$ cat config.mk
export PLATFORM = sky130hd
export DESIGN_NAME = smio_top
export DESIGN_NICKNAME = d
export VERILOG_FILES = /design/src/pkg/smio_pkg.sv /design/src/smio_qdec.sv /design/src/smio_pwm.sv /design/src/smio_top.sv
export SDC_FILE = /design/constraint.sdc
export NUM_CORES = 1
export LEC_CHECK = 0
export BUFFER_PORTS_ARGS = -buffer_cell sky130_fd_sc_hd__buf_4
export CORE_ASPECT_RATIO = 0.6
export CORE_MARGIN = 2
export CORE_UTILIZATION = 35
export DETAILED_ROUTE_END_ITERATION = 8
export HOLD_SLACK_MARGIN = 0.02
export PLACE_DENSITY = 0.6
export REMOVE_ABC_BUFFERS = 1
export SLEW_MARGIN = 20
export SYNTH_ARGS = -nofsm -noshare
export SYNTH_HDL_FRONTEND = slang
export SYNTH_SLANG_ARGS = --single-unit
$ cat constraint.sdc
create_clock -name clk_i -period 5.1 [get_ports clk_i]
set_clock_uncertainty 0.2 [all_clocks]
set_input_delay 0.765 -clock clk_i [delete_from_list [all_inputs] [get_ports clk_i]]
set_output_delay 0.765 -clock clk_i [all_outputs]
set_load 0.05 [all_outputs]
$ cat src/pkg/smio_pkg.sv
// Constants of the servo motion I/O block.
package smio_pkg;

    // Clock rates in MHz and the sample period in ns.
    localparam int CLK_MHZ = 100;
    localparam int CORE_MHZ = 40;
    localparam int SAMPLE_NS = 25;

    // Fractional core tick generator.
    localparam int TICK_ACC_W = 7;
    localparam logic [TICK_ACC_W-1:0] TICK_STEP = 7'(CORE_MHZ);
    localparam logic [TICK_ACC_W-1:0] TICK_WRAP = 7'(CLK_MHZ);

    // Input filter length in samples.
    localparam int FILT_NS = 175;
    localparam int FILT_SAMPLES = FILT_NS / SAMPLE_NS;
    localparam logic [2:0] FILT_LAST = 3'(FILT_SAMPLES - 1);

    // Channel counts and widths.
    localparam int N_CH = 4;
    localparam int N_DED_OUT = 10;
    localparam int N_OUT = 18;
    localparam int N_DED_IN = 8;
    localparam int N_IN = 20;
    localparam int CNT_W = 14;
    localparam int DUTY_W = 12;

    // Modulator period and full scale.
    localparam int PWM_PERIOD = 2047;
    localparam logic [10:0] PWM_LAST = 11'(PWM_PERIOD - 1);
    localparam logic [11:0] PWM_FULL = 12'(PWM_PERIOD);
    localparam logic [11:0] PDM_WRAP = 12'(PWM_PERIOD);

    // Watchdog time.
    localparam int WDOG_TIME_US = 6500;
    localparam int WDOG_CYCLES = WDOG_TIME_US * CLK_MHZ;
    localparam int WDOG_W = 24;

    // Register byte addresses.
    localparam logic [3:0] REGION_CNT = 4'h0;
    localparam logic [3:0] REGION_PWM = 4'h1;
    localparam logic [7:0] A_DOUT = 8'h20;
    localparam logic [7:0] A_DINV = 8'h24;
    localparam logic [7:0] A_DIN = 8'h28;
    localparam logic [7:0] A_CTRL = 8'h2c;

    // Field positions.
    localparam int CNT_ARM_BIT = 14;
    localparam int PWM_DIR_BIT = 12;
    localparam int PWM_PDM_BIT = 13;
    localparam int CTRL_WDEN_BIT = 0;
    localparam int CTRL_TRIP_BIT = 1;
    localparam int SHARED_LSB = 10;
    localparam int DIN_Z_LSB = 8;
    localparam int DIN_A_LSB = 12;
    localparam int DIN_B_LSB = 16;

    // Encoder pin order in a channel.
    localparam int PH_A = 0;
    localparam int PH_B = 1;
    localparam int PH_Z = 2;

endpackage

$ cat src/smio_qdec.sv
// One quadrature channel: synchroniser, filter, 4x counter, index clear.
module smio_qdec
    import smio_pkg::*;
(
    // Clock, reset and enable.
    input wire logic clk_i,
    input wire logic rst_i,
    input wire logic ce_i,
    input wire logic tick_i,
    // Encoder pins.
    input wire logic encoder_phase_a_in_i,
    input wire logic encoder_phase_b_in_i,
    input wire logic encoder_index_in_i,
    // Control and results.
    input wire logic arm_i,
    output logic [CNT_W-1:0] count_o,
    output logic armed_o,
    output logic [2:0] level_o
);

    typedef struct packed {
        logic [2:0] s1;
        logic [2:0] s2;
        logic [2:0] s3;
        logic [2:0] lvl;
        logic [2:0] filt;
        logic [2:0][2:0] fcnt;
        logic [CNT_W-1:0] count;
        logic armed;
    } smio_qdec_s;

    smio_qdec_s s;
    smio_qdec_s next_s;

    // Synchronise, filter, count and handle the index.
    always_comb begin
        next_s = s;
        next_s.s1 = {encoder_index_in_i, encoder_phase_b_in_i, encoder_phase_a_in_i};
        next_s.s2 = s.s1;
        next_s.s3 = s.s2;
        for (int i = 0; i < 3; i++) begin
            if (s.s2[i] == s.s3[i]) begin
                next_s.lvl[i] = s.s3[i];
            end
        end
        // One sample per core tick; a new level must persist seven samples.
        if (tick_i) begin
            for (int i = 0; i < 3; i++) begin
                if (s.lvl[i] != s.filt[i]) begin
                    if (s.fcnt[i] == FILT_LAST) begin
                        next_s.filt[i] = s.lvl[i];
                        next_s.fcnt[i] = 3'h0;
                    end else begin
                        next_s.fcnt[i] = s.fcnt[i] + 3'h1;
                    end
                end else begin
                    next_s.fcnt[i] = 3'h0;
                end
            end
        end
        // Every single edge of A or B moves the count; a double change is dropped.
        if ((next_s.filt[PH_A] ^ s.filt[PH_A]) ^ (next_s.filt[PH_B] ^ s.filt[PH_B])) begin
            if (s.filt[PH_A] == next_s.filt[PH_B]) begin
                next_s.count = s.count + 14'h1;
            end else begin
                next_s.count = s.count - 14'h1;
            end
        end
        // A rising index edge clears the count once when armed.
        if (next_s.filt[PH_Z] && !s.filt[PH_Z] && s.armed) begin
            next_s.count = 14'h0;
            next_s.armed = 1'b0;
        end
        // A new arming request wins over a clear in the same cycle.
        if (arm_i) begin
            next_s.armed = 1'b1;
        end
    end

    // State register.
    always_ff @(posedge clk_i) begin
        if (rst_i) begin
            s <= '0;
        end else if (ce_i) begin
            s <= next_s;
        end
    end

    assign count_o = s.count;
    assign armed_o = s.armed;
    assign level_o = s.lvl;
endmodule

$ cat src/smio_pwm.sv
// One modulator channel: PWM or PDM, up/down or pwm+direction.
module smio_pwm
    import smio_pkg::*;
(
    // Clock, reset and enable.
    input wire logic clk_i,
    input wire logic rst_i,
    input wire logic ce_i,
    input wire logic tick_i,
    // Settings.
    input wire logic [DUTY_W-1:0] duty_i,
    input wire logic pwmdir_i,
    input wire logic pdm_i,
    // Waveforms.
    output logic first_o,
    output logic second_o
);

    typedef struct packed {
        logic [10:0] cnt;
        logic [11:0] acc;
        logic first;
        logic second;
    } smio_pwm_s;

    smio_pwm_s s;
    smio_pwm_s next_s;
    logic neg;
    logic [11:0] mag;
    logic [11:0] sum;
    logic on;

    // Signed duty to magnitude, clamped to full scale so -2048 acts as -2047.
    always_comb begin
        neg = duty_i[DUTY_W-1];
        mag = neg ? 12'(-duty_i) : duty_i;
        if (mag > PWM_FULL) begin
            mag = PWM_FULL;
        end
    end

    // Advance the period counter and, in PDM mode, the accumulator on each core tick.
    always_comb begin
        next_s = s;
        sum = s.acc + mag;
        on = 1'b0;
        if (tick_i) begin
            next_s.cnt = (s.cnt == PWM_LAST) ? 11'h0 : s.cnt + 11'h1;
            if (pdm_i) begin
                if (sum >= PDM_WRAP) begin
                    next_s.acc = sum - PDM_WRAP;
                    on = 1'b1;
                end else begin
                    next_s.acc = sum;
                end
            end else begin
                next_s.acc = 12'h0;
                on = {1'b0, s.cnt} < mag;
            end
            if (pwmdir_i) begin
                next_s.first = on;
                next_s.second = neg;
            end else begin
                next_s.first = on && !neg;
                next_s.second = on && neg;
            end
        end
    end

    // State register.
    always_ff @(posedge clk_i) begin
        if (rst_i) begin
            s <= '0;
        end else if (ce_i) begin
            s <= next_s;
        end
    end

    assign first_o = s.first;
    assign second_o = s.second;
endmodule

$ cat src/smio_top.sv
// Servo motion I/O block top.
//
// Contract
// Default-on watchdog tristates all outputs when host access stops.
// Watchdog trips about 6.5 ms after the last access.
// Pwm+direction: direction high for negative, low otherwise.
// Output polarity flip inverts the direction pin.
// Index acts on its rising edge.
// Encoder inputs sampled once per 25 ns core cycle.
// Filter rejects pulses shorter than seven samples.
// Four quadrature channels sample at 40 MHz.
// 4x counting on every A and B edge.
// Count change between host reads stays within 8191.
// 4095 duty settings from minus to plus full scale.
// PWM period is 2047 core cycles.
// Modulators also offer a PDM-like mode.
// Eighteen outputs: ten dedicated, eight shared.
// Twenty inputs: eight dedicated, twelve on encoder pins.
// Shared pin is modulator signal XOR its output bit.
// Pwm+direction: first pin PWM, second pin direction.
// First pin idle when command always negative.
// Second pin idle when command never negative.
// Encoder A and B pins also read as inputs.
// Host talks over EPP only.
// Status LED is channel 0 first XOR second.
// Armed index clears count once and reports it.
// All twenty inputs captured in one event.
// Dedicated outputs update together; shared with their modulator.
// Host reads and writes in a fixed sequence each period.
//
// The register addresses and the Wishbone register port were decided locally.
module smio_top
    import smio_pkg::*;
#(
    parameter int WDOG_LIMIT = WDOG_CYCLES
) (
    // Clock, reset and enable.
    input wire logic clk_i,
    input wire logic rst_i,
    input wire logic ce_i,
    // Wishbone slave.
    input wire logic wb_cyc_i,
    input wire logic wb_stb_i,
    input wire logic wb_we_i,
    input wire logic [7:0] wb_adr_i,
    input wire logic [3:0] wb_sel_i,
    input wire logic [31:0] wb_dat_i,
    output logic [31:0] wb_dat_o,
    output logic wb_ack_o,
    // Encoder and dedicated input pins.
    input wire logic [N_CH-1:0] encoder_phase_a_in_i,
    input wire logic [N_CH-1:0] encoder_phase_b_in_i,
    input wire logic [N_CH-1:0] encoder_index_in_i,
    input wire logic [N_DED_IN-1:0] dedicated_input_bit_i,
    // Output pins; pin_oe_o high while the pins are driven.
    output logic [N_DED_OUT-1:0] dedicated_output_bit_o,
    output logic [N_CH-1:0] modulated_out_first_o,
    output logic [N_CH-1:0] modulated_out_second_o,
    output logic status_led_o,
    output logic pin_oe_o
);

    typedef struct packed {
        logic ack;
        logic [31:0] rdata;
        logic [TICK_ACC_W-1:0] tick_acc;
        logic tick;
        logic [WDOG_W-1:0] wd_cnt;
        logic wd_en;
        logic tripped;
        logic [N_OUT-1:0] dout;
        logic [N_OUT-1:0] output_polarity_flip;
        logic [N_DED_OUT-1:0] ded_act;
        logic [2*N_CH-1:0] shared_act;
        logic [N_CH-1:0][DUTY_W-1:0] duty;
        logic [N_CH-1:0] pwmdir;
        logic [N_CH-1:0] pdm;
        logic [N_CH-1:0] arm;
        logic [N_DED_IN-1:0] s1;
        logic [N_DED_IN-1:0] s2;
        logic [N_DED_IN-1:0] s3;
        logic [N_DED_IN-1:0] lvl;
        logic [N_DED_OUT-1:0] pin_ded;
        logic [N_CH-1:0] pin_first;
        logic [N_CH-1:0] pin_second;
        logic led;
        logic oe;
    } smio_top_s;

    smio_top_s s;
    smio_top_s next_s;

    logic [N_CH-1:0][CNT_W-1:0] count;
    logic [N_CH-1:0] armed;
    logic [N_CH-1:0][2:0] enc_lvl;
    logic [N_CH-1:0] pwm_first;
    logic [N_CH-1:0] pwm_second;
    logic req;
    logic [1:0] ch;
    logic [3:0] region;
    logic [N_IN-1:0] din;
    logic [31:0] cur;
    logic [31:0] wval;
    logic [TICK_ACC_W-1:0] acc_sum;

    // Byte-lane merge of a Wishbone write onto the current register value.
    function automatic logic [31:0] wb_merge(input logic [31:0] old_v, input logic [31:0] new_v, input logic [3:0] sel);
        logic [31:0] r;
        r = old_v;
        for (int b = 0; b < 4; b++) begin
            if (sel[b]) begin
                r[8*b +: 8] = new_v[8*b +: 8];
            end
        end
        return r;
    endfunction

    // Channel blocks.
    for (genvar g = 0; g < N_CH; g++) begin : g_ch
        smio_qdec u_qdec (
            .clk_i(clk_i),
            .rst_i(rst_i),
            .ce_i(ce_i),
            .tick_i(s.tick),
            .encoder_phase_a_in_i(encoder_phase_a_in_i[g]),
            .encoder_phase_b_in_i(encoder_phase_b_in_i[g]),
            .encoder_index_in_i(encoder_index_in_i[g]),
            .arm_i(s.arm[g]),
            .count_o(count[g]),
            .armed_o(armed[g]),
            .level_o(enc_lvl[g])
        );
        smio_pwm u_pwm (
            .clk_i(clk_i),
            .rst_i(rst_i),
            .ce_i(ce_i),
            .tick_i(s.tick),
            .duty_i(s.duty[g]),
            .pwmdir_i(s.pwmdir[g]),
            .pdm_i(s.pdm[g]),
            .first_o(pwm_first[g]),
            .second_o(pwm_second[g])
        );
    end

    // Bus decode and the live view of all twenty inputs.
    always_comb begin
        req = wb_cyc_i && wb_stb_i && !s.ack;
        ch = wb_adr_i[3:2];
        region = wb_adr_i[7:4];
        din = '0;
        din[N_DED_IN-1:0] = s.lvl;
        for (int i = 0; i < N_CH; i++) begin
            din[DIN_Z_LSB + i] = enc_lvl[i][PH_Z];
            din[DIN_A_LSB + i] = enc_lvl[i][PH_A];
            din[DIN_B_LSB + i] = enc_lvl[i][PH_B];
        end
        cur = 32'h0;
        if (region == REGION_CNT) begin
            cur[CNT_W-1:0] = count[ch];
            cur[CNT_ARM_BIT] = armed[ch];
        end else if (region == REGION_PWM) begin
            cur[DUTY_W-1:0] = s.duty[ch];
            cur[PWM_DIR_BIT] = s.pwmdir[ch];
            cur[PWM_PDM_BIT] = s.pdm[ch];
        end else if (wb_adr_i == A_DOUT) begin
            cur[N_OUT-1:0] = s.dout;
        end else if (wb_adr_i == A_DINV) begin
            cur[N_OUT-1:0] = s.output_polarity_flip;
        end else if (wb_adr_i == A_DIN) begin
            cur[N_IN-1:0] = din;
        end else if (wb_adr_i == A_CTRL) begin
            cur[CTRL_WDEN_BIT] = s.wd_en;
            cur[CTRL_TRIP_BIT] = s.tripped;
        end
        wval = wb_merge(cur, wb_dat_i, wb_sel_i);
    end

    // Next state of the block.
    always_comb begin
        next_s = s;
        next_s.arm = '0;
        next_s.s1 = dedicated_input_bit_i;
        next_s.s2 = s.s1;
        next_s.s3 = s.s2;
        for (int i = 0; i < N_DED_IN; i++) begin
            if (s.s2[i] == s.s3[i]) begin
                next_s.lvl[i] = s.s3[i];
            end
        end
        // Core tick at the core rate from the faster bus clock.
        acc_sum = s.tick_acc + TICK_STEP;
        if (acc_sum >= TICK_WRAP) begin
            next_s.tick_acc = acc_sum - TICK_WRAP;
            next_s.tick = 1'b1;
        end else begin
            next_s.tick_acc = acc_sum;
            next_s.tick = 1'b0;
        end
        // Single-cycle ack one clock after the request; only reads load the data.
        next_s.ack = req;
        if (req && !wb_we_i) begin
            next_s.rdata = cur;
        end
        if (req && wb_we_i) begin
            if (region == REGION_CNT) begin
                next_s.arm[ch] = wval[CNT_ARM_BIT];
            end else if (region == REGION_PWM) begin
                next_s.duty[ch] = wval[DUTY_W-1:0];
                next_s.pwmdir[ch] = wval[PWM_DIR_BIT];
                next_s.pdm[ch] = wval[PWM_PDM_BIT];
                next_s.shared_act[2*ch +: 2] = s.dout[SHARED_LSB + 2*ch +: 2];
            end else if (wb_adr_i == A_DOUT) begin
                next_s.dout = wval[N_OUT-1:0];
                next_s.ded_act = wval[N_DED_OUT-1:0];
            end else if (wb_adr_i == A_DINV) begin
                next_s.output_polarity_flip = wval[N_OUT-1:0];
            end else if (wb_adr_i == A_CTRL) begin
                next_s.wd_en = wval[CTRL_WDEN_BIT];
            end
        end
        // Any host access restarts the watchdog and restores the drive.
        if (req) begin
            next_s.wd_cnt = '0;
            next_s.tripped = 1'b0;
        end else if (!s.wd_en) begin
            next_s.wd_cnt = '0;
            next_s.tripped = 1'b0;
        end else if (s.wd_cnt == WDOG_W'(WDOG_LIMIT - 1)) begin
            next_s.tripped = 1'b1;
        end else if (!s.tripped) begin
            next_s.wd_cnt = s.wd_cnt + 1'b1;
        end
        // Pin values, the dedicated and shared pins each under its flip.
        next_s.pin_ded = s.ded_act ^ s.output_polarity_flip[N_DED_OUT-1:0];
        for (int i = 0; i < N_CH; i++) begin
            next_s.pin_first[i] = pwm_first[i] ^ s.shared_act[2*i]
                                  ^ s.output_polarity_flip[SHARED_LSB + 2*i];
            next_s.pin_second[i] = pwm_second[i] ^ s.shared_act[2*i + 1]
                                   ^ s.output_polarity_flip[SHARED_LSB + 2*i + 1];
        end
        next_s.led = pwm_first[0] ^ pwm_second[0];
        next_s.oe = !s.tripped;
    end

    // State register; pins start tristated.
    always_ff @(posedge clk_i) begin
        if (rst_i) begin
            s <= '0;
            s.wd_en <= 1'b1;
            s.tripped <= 1'b1;
        end else if (ce_i) begin
            s <= next_s;
        end
    end

    // Outputs straight from the state register.
    assign wb_dat_o = s.rdata;
    assign wb_ack_o = s.ack;
    assign dedicated_output_bit_o = s.pin_ded;
    assign modulated_out_first_o = s.pin_first;
    assign modulated_out_second_o = s.pin_second;
    assign status_led_o = s.led;
    assign pin_oe_o = s.oe;
endmodule

Word-level counts from Yosys, hierarchy flattened:

Index checks and enable logic that the tools add are counted.

* register bits after elaboration: 477
* bits in latches: 0
* bits in writable memories: 0
* bits in read-only memories: 0
* output and inout bits: 53
* logic and storage cells: 476
* memories: 0

* $add $sub $neg: 41
* multiply operators: 0
* div/mod/pow operators: 0
* order comparisons: 15
* equal/unequal tests: 61
* shift-type cells: 3
* muxes and demuxes: 146
* bitwise operators: 35
* reduce and logical (&&, ||, !) cells: 77

Operators with widths (number)
* two-way mux 12 bit: 22
* two-way mux 14 bit: 10
* two-way mux 24 bit: 4
* two-way mux 15 bit: 5
* two-way mux 3 bit: 24
* AND reduction 2 bit: 31
* adder 14 x 1 -> 14 bit (second input constant): 4
* subtractor 14 x 1 -> 14 bit (second input constant): 4
* two-way mux 18 bit: 3
* adder 12 bit: 4
* bitwise mux 48 bit: 1
* greater-or-equal comparator 12 x 11 -> 1 bit (second input constant): 4
* greater-than comparator 12 x 11 -> 1 bit (second input constant): 4
* < comparator 11 x 12 -> 1 bit: 4
* negation 12 bit: 4
* subtractor 12 x 11 -> 12 bit (second input constant): 4
* two-way mux 1 bit: 47
* adder 11 x 1 -> 11 bit (second input constant): 4
* equality test 11 bit (second input constant): 4
* two-way mux 11 bit: 4
* adder 3 x 1 -> 3 bit (second input constant): 12
* equality test 3 bit (second input constant): 12
* negation 3 -> 34 bit: 1
* variable shift 2 x 34 -> 8 bit (first input constant): 1
* other kinds (42): 161

Longest topological paths before layout:

Gate-level depths: netlist (run 1).

* depth after elaboration: 11
* depth in mapped cells: 17
* mapped depth without buffers: 16

Cells and area by module:

A second synthesis (run 1) with hierarchy kept.

* cells, all modules: 3453
* area total of the unflattened synthesis: 29249.3 µm²

By module, submodules not included
* smio_top: times used 1, cells an instance 1132, area each 10191.0 µm², sequential area each 4184.0 µm²
* smio_qdec at g_ch[1].u_qdec ...: times used 3, cells an instance 273, area each 2381.0 µm², sequential area each 780.7 µm²
* smio_pwm at g_ch[3].u_pwm: times used 1, cells an instance 318, area each 2433.6 µm², sequential area each 500.5 µm²
* smio_pwm at g_ch[1].u_pwm: times used 1, cells an instance 306, area each 2396.0 µm², sequential area each 500.5 µm²
* smio_pwm at g_ch[2].u_pwm: times used 1, cells an instance 310, area each 2387.3 µm², sequential area each 500.5 µm²
* smio_pwm at g_ch[0].u_pwm: times used 1, cells an instance 300, area each 2372.3 µm², sequential area each 500.5 µm²
* smio_qdec at g_ch[0].u_qdec: times used 1, cells an instance 268, area each 2326.0 µm², sequential area each 780.7 µm²

Least setup slack after synthesis (run 1):

OpenSTA, ideal clock, no wires.

* kind: flip-flop to flip-flop
* from: register s[102] in the netlist's numbering
* to: register g_ch[3].u_pwm.s[5] in the netlist's numbering
* library setup time: 0.064 ns
* data arrival time: 4.490 ns
* data required time: 4.836 ns
* setup slack: 0.346 ns
* cell stages (with the launch flop): 17
* period minus slack after synthesis: 4.754 ns
* cells stage by stage: dfxtp_1 > nor4_1 > nor4b_2 > nand2_1 > or4b_1 > clkbuf_1 > nand2_1 > ha_1 > a211o_1 > a2111o_1 > a31oi_2 > xnor2_1 > and4_4 > a21oi_2 > buf_6 > or4_1 > nand3_1

* word-level cells in the longest chain between the ends: 8

RTL lines
* from (decl): line smio_top.sv:90 `smio_top_s s;`
* from (signal assigned): line smio_top.sv:253 `s <= next_s;`
* negation 12 bit: line smio_pwm.sv:36 `mag = neg ? 12'(-duty_i) : duty_i;`
* two-way mux 12 bit *: line smio_pwm.sv:36
* greater-than comparator 12 x 11 -> 1 bit: line smio_pwm.sv:37 `if (mag > PWM_FULL) begin`
* two-way mux 12 bit *: line smio_pwm.sv:37
* adder 12 bit *: line smio_pwm.sv:45 `sum = s.acc + mag;`
* subtractor 12 x 11 -> 12 bit or greater-or-equal comparator 12 x 11 -> 1 bit (tied branches): line smio_pwm.sv:51, smio_pwm.sv:50
* two-way mux 12 bit *: line smio_pwm.sv:50 `if (sum >= PDM_WRAP) begin`
* two-way mux 12 bit *: line smio_pwm.sv:49 `if (pdm_i) begin`
* to (signal assigned): line smio_pwm.sv:75 `s <= next_s;`
* to (decl): line smio_pwm.sv:26 `smio_pwm_s s;`

Every way passes the cells marked *; elsewhere a longest branch is shown, timed or not.
A chain may end at the register's enable or synchronous reset.

Worst setup path in the final report (run 1):

* from: register s[102] in the netlist's numbering
* to: register g_ch[3].u_pwm.s[9] in the netlist's numbering

The elaborated chain is that of the path after synthesis.

==> impl_results.md, run 1 <==
- Worst Path Required: 5.40 ns
- Synthesized instance count: 3,433
- Hold Crit Start: dedicated_input_bit_i[1]
- Predominant post-synthesis flop cell: dfxtp_1
- Final cycle utilization of the critical path: 95.6%
- Nets: 3,686
- Seq/Total Area, Yosys: 33.2%
- Main area contributors after synthesis: dfxtp_1 33%, ha_1 7.2%, nor2_1 6.8%
- Reg2reg end: g_ch[3].u_pwm.s[9]
- Vias in the first global route: 21,865
- Placed cells: 4,465
- Pins over their slew limit: 0
- Share of layout cells above drive strength 1: 9.48%
- Worst-path clk slew: 0.07 ns
- Mapped Avg Cell Area: 8.16 sq um
- Synth top area share: 33.2%
- Design Power: 8.05 mW
- 1st-iter DRT viols: 2,633
- Crit-path max FO: 6
- # diodes: 0
- Post-DRT Antenna Nets: 0
- Maximum number of pins on one net before global-route repair: 185
- Die Width: 369 um
- IO Count: 123
- Leakage: 12.5 nW
- Number of remaining DRC errors: 0
- Final hold slack: 0.198 ns
- Final hold viol count: 0
- Row cnt: 80
- Clock sinks: 465
- Max-Cap Viols: 0
- Yosys cell types: 102
- CP Launch Point: s[102]
- First-pass GRT wire length: 129 mm
- Vias after detailed routing: 24,958
- Worst reg2reg setup slack: 0.23 ns
- WL/cell: 18.3 um
- Post-CTS Setup Inserts: 0
- Fmax: 205 MHz
- Hold endpoint: next_s[37]
- CTS Buffer Depth: 3
- Most common cell in the netlist: nor2_1
- Initial core utilization: 35.3%
- Slew HR: 33.6%
- Total CTS buffers: 45
- Port Buf Inserts: 95
- Layout Cells excl Fill: 4,547
- Dpl hpwl: 61.2 mm
- Post-synth top cells: 510 x nor2_1, 465 x dfxtp_1, 329 x nand2_1
- CP endpoint kind: flop
- First-pass detailed-route iteration total: 6
- # setup viols final: 0
- Status: finished, final reports clean
- Die height: 223 um
- Initial antenna violation count: 3
- CP arrival: 5.17 ns
- Worst-margin pin slew: 0.997 ns
- Fin crit period: 4.87 ns
- Maximum vdd ir drop: 0.288 mV
- Global-route usage over all layers: 19.5%
- Later-pin clock latency in the skew report: 0.60 ns
- Htree depth: 2
- Post-synth EDFFs: 0
- Syn-to-layout area delta: 12.0%
- Synthesized area: 28,000 sq um
- Crit path launch type: flop
- Largest area contributor in the netlist: dfxtp_1
- Launching point of the worst reg2reg path: s[102]
- # fillers: 8,060
- Area of the core: 79,400 sq um
- Yosys reg bits: 465
- Die footprint: 82,400 sq um
- Critical path class: reg -> reg
- Worst-case reg-to-reg path depth: 14
- PwrDens: 257 nW/um^2
- Hold Path Cell Cnt: 3
- DR vias/cell: 5.49
- Synth warnings: 0
- CTS tree: yes
- Grt ovf: 0
- Clk root buf: clkbuf_16
- Worst min path class: in -> reg
- Synth async-reset ratio: 0%
- DRT Wirelength: 83.1 mm
- GPL Wtd Cong: 0.906
## logic make-up after synthesis
logic type | Yosys count | synth area share (%)
and+or+nand+nor | 1297 | 21.3
AOI/OAI and AO/OA | 836 | 19.9
DFF | 465 | 33.2
buffers and inverters | 327 | 5.13
xor gates and xnor gates | 199 | 6.22
adders and majority gates | 170 | 7.81
muxes | 138 | 6.33
other | 1 | 0.0134
## through the flow
stage,setup WS [ns],utilization [%],setup TNS [ns],area [sq um]
global placement,0.250,37.4,0,29700
global route,-0.0217,39.5,-0.0217,31400
finish,0.225,39.5,0,31400
CTS,0.161,39.5,0,31300
detailed placement,0.179,37.4,0,29700
floorplan,0.351,-,0,27100
## report_power, final
group | total, mW | internal, mW | switching, mW
clock | 3.79 | 2.20 | 1.59
sequential | 3.70 | 3.67 | 0.0351
combinational | 0.557 | 0.184 | 0.373
total | 8.05 | 6.05 | 2.00
## registers in the layout, indices dropped and copies added, names as in the netlist
name                    count
g_ch.u_qdec.armed_o         4
pin_oe_o                    1
wb_ack_o                    1
g_ch.u_qdec.count_o        56
status_led_o                1
g_ch.u_pwm.first_o          4
wb_dat_o                   20
g_ch.u_pwm.s               92
g_ch.u_qdec.level_o        12
g_ch.u_pwm.second_o         4
g_ch.u_qdec.next_s         24
g_ch.u_qdec.s              60
s                         144
din                         8
modulated_out_second_o      4
next_s                     16
modulated_out_first_o       4
dedicated_output_bit_o     10
## worst max path at each step
stage	endpoint	slack, ns	cells past startpoint
6_report	g_ch[3].u_pwm.s[9]	0.23	14
5_1_grt	g_ch[3].u_pwm.s[9]	-0.02	14
4_1_cts	g_ch[3].u_pwm.s[9]	0.16	14
3_5_place_dp	g_ch[3].u_pwm.s[9]	0.18	14
3_3_place_gp	g_ch[3].u_pwm.s[9]	0.25	14
2_1_floorplan	g_ch[3].u_pwm.s[9]	0.35	14
## worst max-delay path: stages, from the launching register on
cell and delay, ns:
dfxtp_1 0.32, nor4_2 0.39, nor4b_4 0.32, nand2_1 0.11, or4b_1 0.60, nand2_1 0.13, ha_1 0.30, a211o_1 0.39
a2111o_1 0.42, a31oi_2 0.24, xnor2_1 0.27, and4_4 0.34, a21oi_2 0.10, or4_1 0.48, o211ai_1 0.19
## final cells by class
class,instances,area (sq um),area share (%)
clock buffers,62,1300,4.15
well taps,1066,1330,4.25
multi-input cells,2652,17400,55.4
clock inverters,20,334,1.06
repair buffers,165,1270,4.06
inverters,117,439,1.40
flip-flops and latches,465,9310,29.7
## routing by layer
metal / global-route usage [%] / wire length (um)
met4: 2.34 / 727
met5: 1.22 / 139
met3: 4.78 / 7600
met2: 24.8 / 31000
met1: 32.2 / 43700
## cell usage in the layout (no fill, tap or decap), types with 23 or more instances in the layout
cell / Yosys / routed
xnor2_1: 108 / 108
buf_4: 50 / 161
and2_1: 30 / 29
a211oi_1: 72 / 69
o31ai_1: 27 / 27
nor2b_1: 28 / 28
ha_1: 162 / 162
nor2_1: 510 / 508
clkbuf_16: 0 / 46
or3_1: 37 / 37
mux4_2: 31 / 31
xor2_1: 91 / 91
and3_1: 30 / 30
a21oi_1: 277 / 277
o21a_1: 29 / 29
a22oi_1: 46 / 46
nand2_1: 329 / 328
a21o_1: 35 / 35
o211ai_1: 23 / 23
nand4_1: 37 / 37
nor4_1: 33 / 30
inv_1: 115 / 115
o21ai_0: 129 / 129
mux2i_1: 103 / 103
nor3_1: 86 / 83
nand3_1: 83 / 83
dfxtp_1: 465 / 465
## timing repair
action | CTS | global route
endpoints found under the setup margin | 0 | 14
gates resized for setup | 0 | 5
hold buffers | 0 | 0
No activity file was read; power rests on OpenSTA's default activity.
==> run 2, diff against run 1 <==
Settings changed: CORE_ASPECT_RATIO 0.6 to 0.9, RECOVER_POWER set to 25.
==> run 2 against run 1 <==
Effect of this change: global-route usage is 1.1 points lower; highest routed layer is now met4; total power is 1.6% higher; via count is 1.5% lower; the run now ends with max-capacitance violations, max-slew violations left; wire length is 6.7% lower.
==> impl_results.md, run 2 (synthesis gave the netlist of run 1 again) <==
- Syn-to-layout area delta: 11.8%
- Htree depth: 2
- Status: finished with violations
- Post-Place Cell Area: 29,600 sq um
- Fin crit period: 4.80 ns
- Maximum vdd ir drop: 0.316 mV
- RSZ-0062 raised after global routing: false
- Maximum number of pins on one net before global-route repair: 170
- DR vias/cell: 5.42
- Worst Path Required: 5.39 ns
- First-pass GRT wire length: 123 mm
- Top reg by flops: s
- Global-route usage over all layers: 18.4%
- Worst-path clk slew: 0.06 ns
- DRT Wirelength: 77.6 mm
- IO Count: 123
- Nets: 3,686
- # setup viols final: 0
- Slew HR: -149%
- CTS Buffer Depth: 3
- Final hold slack: 0.186 ns
- Worst-margin pin slew: 3.74 ns
- Cells along the critical path: or4_1 -> nor3_1 -> nand2_1 -> nand2_1 -> ha_1 -> a211oi_1 -> o31ai_1 -> o21ai_1 -> o21a_1 -> nand4_1 -> o31a_1 -> or3_1 -> a221o_1
- Die Width: 302 um
- Fmax: 208 MHz
- Area of the core: 79,300 sq um
- First-pass detailed-route iteration total: 8
- Final instance area: 31,300 sq um
- Initial core utilization: 35.3%
- Placed cells: 4,443
- Later-pin clock latency in the skew report: 0.61 ns
- Initial antenna violation count: 1
- Most frequent cells in the layout: 508 x nor2_1, 465 x dfxtp_1, 328 x nand2_1
- # diodes: 0
- Final cycle utilization of the critical path: 94.1%
- CP arrival: 5.09 ns
- Place WS: 0.191 ns
- Pins over their slew limit: 222
- Max reg flops: 144
- Vias after detailed routing: 24,575
- PwrDens: 261 nW/um^2
- Vias in the first global route: 22,150
- Crit-path max FO: 10
- Critical-path cell with the highest stage delay: or4_1
- Clock sinks: 465
- CTS tree: yes
- Post-DRT Antenna Nets: 0
- Max-Cap Viols: 4
- Final hold viol count: 0
- Biggest regs: s (144), g_ch.u_pwm.s (92), g_ch.u_qdec.s (60)
- Dpl hpwl: 56.3 mm
- Number of remaining DRC errors: 0
- Grt ovf: 0
- Crit path launch type: flop
- CP endpoint kind: flop
- Fin util: 39.5%
- Commonest non-fill, non-tap cell in the layout: nor2_1
- Row cnt: 98
- Port Buf Inserts: 95
- 1st-iter DRT viols: 2,009
- Leakage: 12.4 nW
- Total CTS buffers: 49
- Clk root buf: clkbuf_16
- # fillers: 8,082
- Critical path class: reg -> reg
- Worst min path class: in -> reg
- CTS hold repair buffers: 0
- Die height: 272 um
- WL/cell: 17.1 um
- Share of layout cells above drive strength 1: 8.81%
- Failing checks: max-capacitance violations, max-slew violations
- Cell mode on critical path: nand2_1
- Layout Cells excl Fill: 4,533
- GPL Wtd Cong: 0.883
- Setup slack after layout: 0.299 ns
- Die footprint: 82,300 sq um
- CP max stage delay: 0.61 ns
- Fin Setup TNS: 0 ns
- Design Power: 8.18 mW
==> run 2: worst paths after layout <==
kind	slack [ns]	from	depth (start not counted)	endpoint
max	0.30	s[67]	13	g_ch[0].u_pwm.s[7]
max reg2reg	0.30	s[67]	13	g_ch[0].u_pwm.s[7]
min	0.19	encoder_phase_b_in_i[1]	3	g_ch[1].u_qdec.next_s[34]
min reg2reg	0.25	s[35]	2	din[7]
==> run 2: timing repair <==
action / 4_1_cts / 5_1_grt
resized for setup: 0 / 3
buffers inserted: 0 / 2
endpoints found under the setup margin: 0 / 14
==> run 2: critical path, delay by kind of cell, from the launching register on <==
kind	cells	cell delay, ns
fa+ha+maj	1	0.27
compound gates	6	1.82
simple gates	6	2.01
flops	1	0.38
==> run 2: cell type report <==
cell class / instances / area [sq um] / share of cell area (%)
clock buffer: 70 / 1460 / 4.65
tap: 1050 / 1310 / 4.19
sequential: 465 / 9310 / 29.7
timing repair buffer: 161 / 1150 / 3.66
clock inverter: 18 / 302 / 0.962
inverter: 117 / 439 / 1.40
multi-input combinational: 2652 / 17400 / 55.4
==> run 2: layer usage <==
metal	vias to the layer above	GRT usage (%)	routed length (um)
li1	12334	-	-
met1	11642	27.3	38500
met2	528	28.0	33800
met3	71	2.47	4080
met4	0	4.12	1250
met5	-	0	0
==> run 2: report_power, final <==
group          total, mW  internal, mW  switching, mW  leakage, nW
Sequential          3.70          3.67         0.0337         3.76
Clock               3.93          2.35           1.59        0.871
Combinational      0.544         0.183          0.361         7.76
==> run 3, diff against run 2 <==
Settings changed: BUFFER_PORTS_ARGS -buffer_cell sky130_fd_sc_hd__buf_4 to -buffer_cell sky130_fd_sc_hd__buf_2, GPL_ROUTABILITY_DRIVEN set to 0, PLACE_DENSITY 0.6 to 0.58.
Clock period 5.1 ns to 5.9 ns, I/O delays scaled along.
==> run 3 against run 2 <==
Effect of this change: sequential share of layout area is 0.30 points higher; clock-buffer cell count is 3 lower; total power down 12%; clock power shrank 10%; the flow still finishes with violations (max-capacitance violations, max-slew violations); combinational power fell by 17%; largest cell class unchanged; sequential power fell by 14%; register-to-register slack gained 0.40 ns; worst setup slack improved by 0.38 ns; die area is the same; first-iteration DRC count shrank 19%.
==> impl_results.md, run 3 (synthesis gave the netlist of run 1 again) <==
- # setup viols final: 0
- Commonest non-fill, non-tap cell in the layout: nor2_1
- # fillers: 8,084
- Post-DRT Antenna Nets: 0
- Launching point of the worst reg2reg path: s[102]
- Biggest regs: s (144), g_ch.u_pwm.s (92), g_ch.u_qdec.s (60)
- Nets: 3,660
- WL/cell: 17.1 um
- WP buf/inv: 3
- Setup slack after layout: 0.677 ns
- Max reg flops: 144
- Place WS: 0.706 ns
- First-pass detailed-route iteration total: 5
- Reg area: 9310 sq um
- Max-Cap Viols: 3
- Vias after detailed routing: 24,225
- Final cycle utilization of the critical path: 88.5%
- Maximum vdd ir drop: 0.218 mV
- Vias in the first global route: 21,968
- CTS Buffer Depth: 3
- CP endpoint kind: flop
- Top reg by flops: s
- Failing checks: max-capacitance violations, max-slew violations
- Critical path class: in -> reg
- Initial core utilization: 35.3%
- Total CTS buffers: 50
- Initial antenna violation count: 3
- RSZ-0062 raised after global routing: false
- Worst-case reg-to-reg path depth: 14
- First-pass GRT wire length: 122 mm
- Post-CTS Setup Inserts: 0
- Final instance area: 31,000 sq um
- CTS tree: yes
- Die footprint: 82,300 sq um
- Hold endpoint: wb_dat_o[18]
- Leakage: 12.3 nW
- DR vias/cell: 5.37
- Fin Setup TNS: 0 ns
- Grt ovf: 0
- Final hold viol count: 0
- Area of the core: 79,300 sq um
- Htree depth: 2
- Maximum number of pins on one net before global-route repair: 183
- Pins over their slew limit: 353
- Critical-path cell with the highest stage delay: clkbuf_2
- Syn-to-layout area delta: 10.7%
- DRT Wirelength: 77.1 mm
- Later-pin clock latency in the skew report: 0.62 ns
- Die Width: 302 um
- Hold Path Cell Cnt: 2
- Worst-margin pin slew: 2.92 ns
- Worst Path Required: 6.20 ns
- Worst min path class: reg -> reg
- Post-Place Cell Area: 29,200 sq um
- Fmax: 191 MHz
- Area of the multi-input gates: 17,400 sq um
- Row cnt: 98
- CP max stage delay: 2.26 ns
- Worst reg2reg setup slack: 0.70 ns
- Reg2reg end: g_ch[3].u_pwm.s[9]
- Crit path launch type: input port
- Hold Crit Start: wb_dat_o[18]
- Share of layout cells above drive strength 1: 8.42%
- Most frequent cells in the layout: 508 x nor2_1, 465 x dfxtp_1, 328 x nand2_1
- Clk root buf: clkbuf_16
- IO Count: 123
- Cells along the critical path: clkbuf_1 -> clkbuf_2 -> nor3_1 -> buf_4 -> a32oi_1 -> o31ai_1 -> a311o_1
- Global-route usage over all layers: 18.3%
- 1st-iter DRT viols: 1,632
- Worst-path clk slew: 0.06 ns
- Status: finished with violations
- Fin crit period: 5.22 ns
- Clock sinks: 465
- CTS hold repair buffers: 0
- Dpl hpwl: 56.1 mm
- Die height: 272 um
- Port Buf Inserts: 95
- Final hold slack: 0.252 ns
- PwrDens: 232 nW/um^2
- PostCTS Resize Cnt: 0
- CP top delay family: buffers and inverters
- Crit-path max FO: 135
- Slew HR: -94.5%
- Number of remaining DRC errors: 0
- CP arrival: 5.52 ns
-- run 3: cell types whose count changed in the layout (fill, tap and decap cells not counted), sizes merged --
| cell | previous run | this run |
|---|---|---|
| buf | 138 | 119 |
| clkbuf | 93 | 82 |
| clkinv | 10 | 11 |
| diode | 0 | 1 |
| bufinv | 7 | 9 |
| inv | 118 | 119 |
| clkinvlp | 0 | 1 |
-- run 3: worst max path at each step --
stage / start / endpoint / cells after the start
2_1_floorplan: s[102] / g_ch[3].u_pwm.s[9] / 14
3_3_place_gp: s[102] / g_ch[3].u_pwm.s[9] / 14
3_5_place_dp: s[102] / g_ch[3].u_pwm.s[9] / 14
4_1_cts: s[102] / g_ch[3].u_pwm.s[9] / 14
5_1_grt: s[102] / g_ch[3].u_pwm.s[9] / 14
6_report: rst_i / g_ch[1].u_pwm.s[11] / 7
-- run 3: metal layers --
metal / global-route usage [%] / up-vias / wire, um
li1: - / 12297 / -
met1: 26.7 / 11283 / 38200
met2: 27.6 / 520 / 32600
met3: 3.16 / 121 / 4260
met4: 5.24 / 4 / 1980
met5: 0 / - / 24
-- run 3: cell type report --
type | count | share of cell area, %
Timing Repair Buffer | 134 | 2.43
Clock buffer | 67 | 4.63
Tap cell | 1050 | 4.24
Clock inverter | 23 | 1.30
Multi-Input combinational cell | 2652 | 56.0
Antenna cell | 1 | 0.00807
Inverter | 117 | 1.42
Sequential cell | 465 | 30.0
-- run 3: stage by stage --
stage	util, %	power (mW)	instances
4_1_cts	39.1	7.26	4508
5_1_grt	39.1	7.43	4508
6_report	39.1	7.18	4509
3_3_place_gp	36.8	3.73	4418
3_5_place_dp	36.8	3.73	4418
2_1_floorplan	-	3.52	3234
-- run 3: worst register-to-register path, stage by stage, from the launching register on --
cell,delay (ns)
dfxtp_1,0.38
nor4_1,0.45
nor4b_2,0.37
nand2_1,0.12
or4b_1,0.68
nand2_1,0.16
ha_1,0.30
a211o_1,0.36
a2111o_1,0.41
a31oi_2,0.30
xnor2_1,0.26
and4_4,0.33
a21oi_2,0.15
or4_1,0.50
o211ai_1,0.17
-- run 3: where the power goes --
group	switching [mW]	internal, mW	total, mW
combinational	0.314	0.138	0.452
clock	1.41	2.11	3.53
sequential	0.0304	3.17	3.20
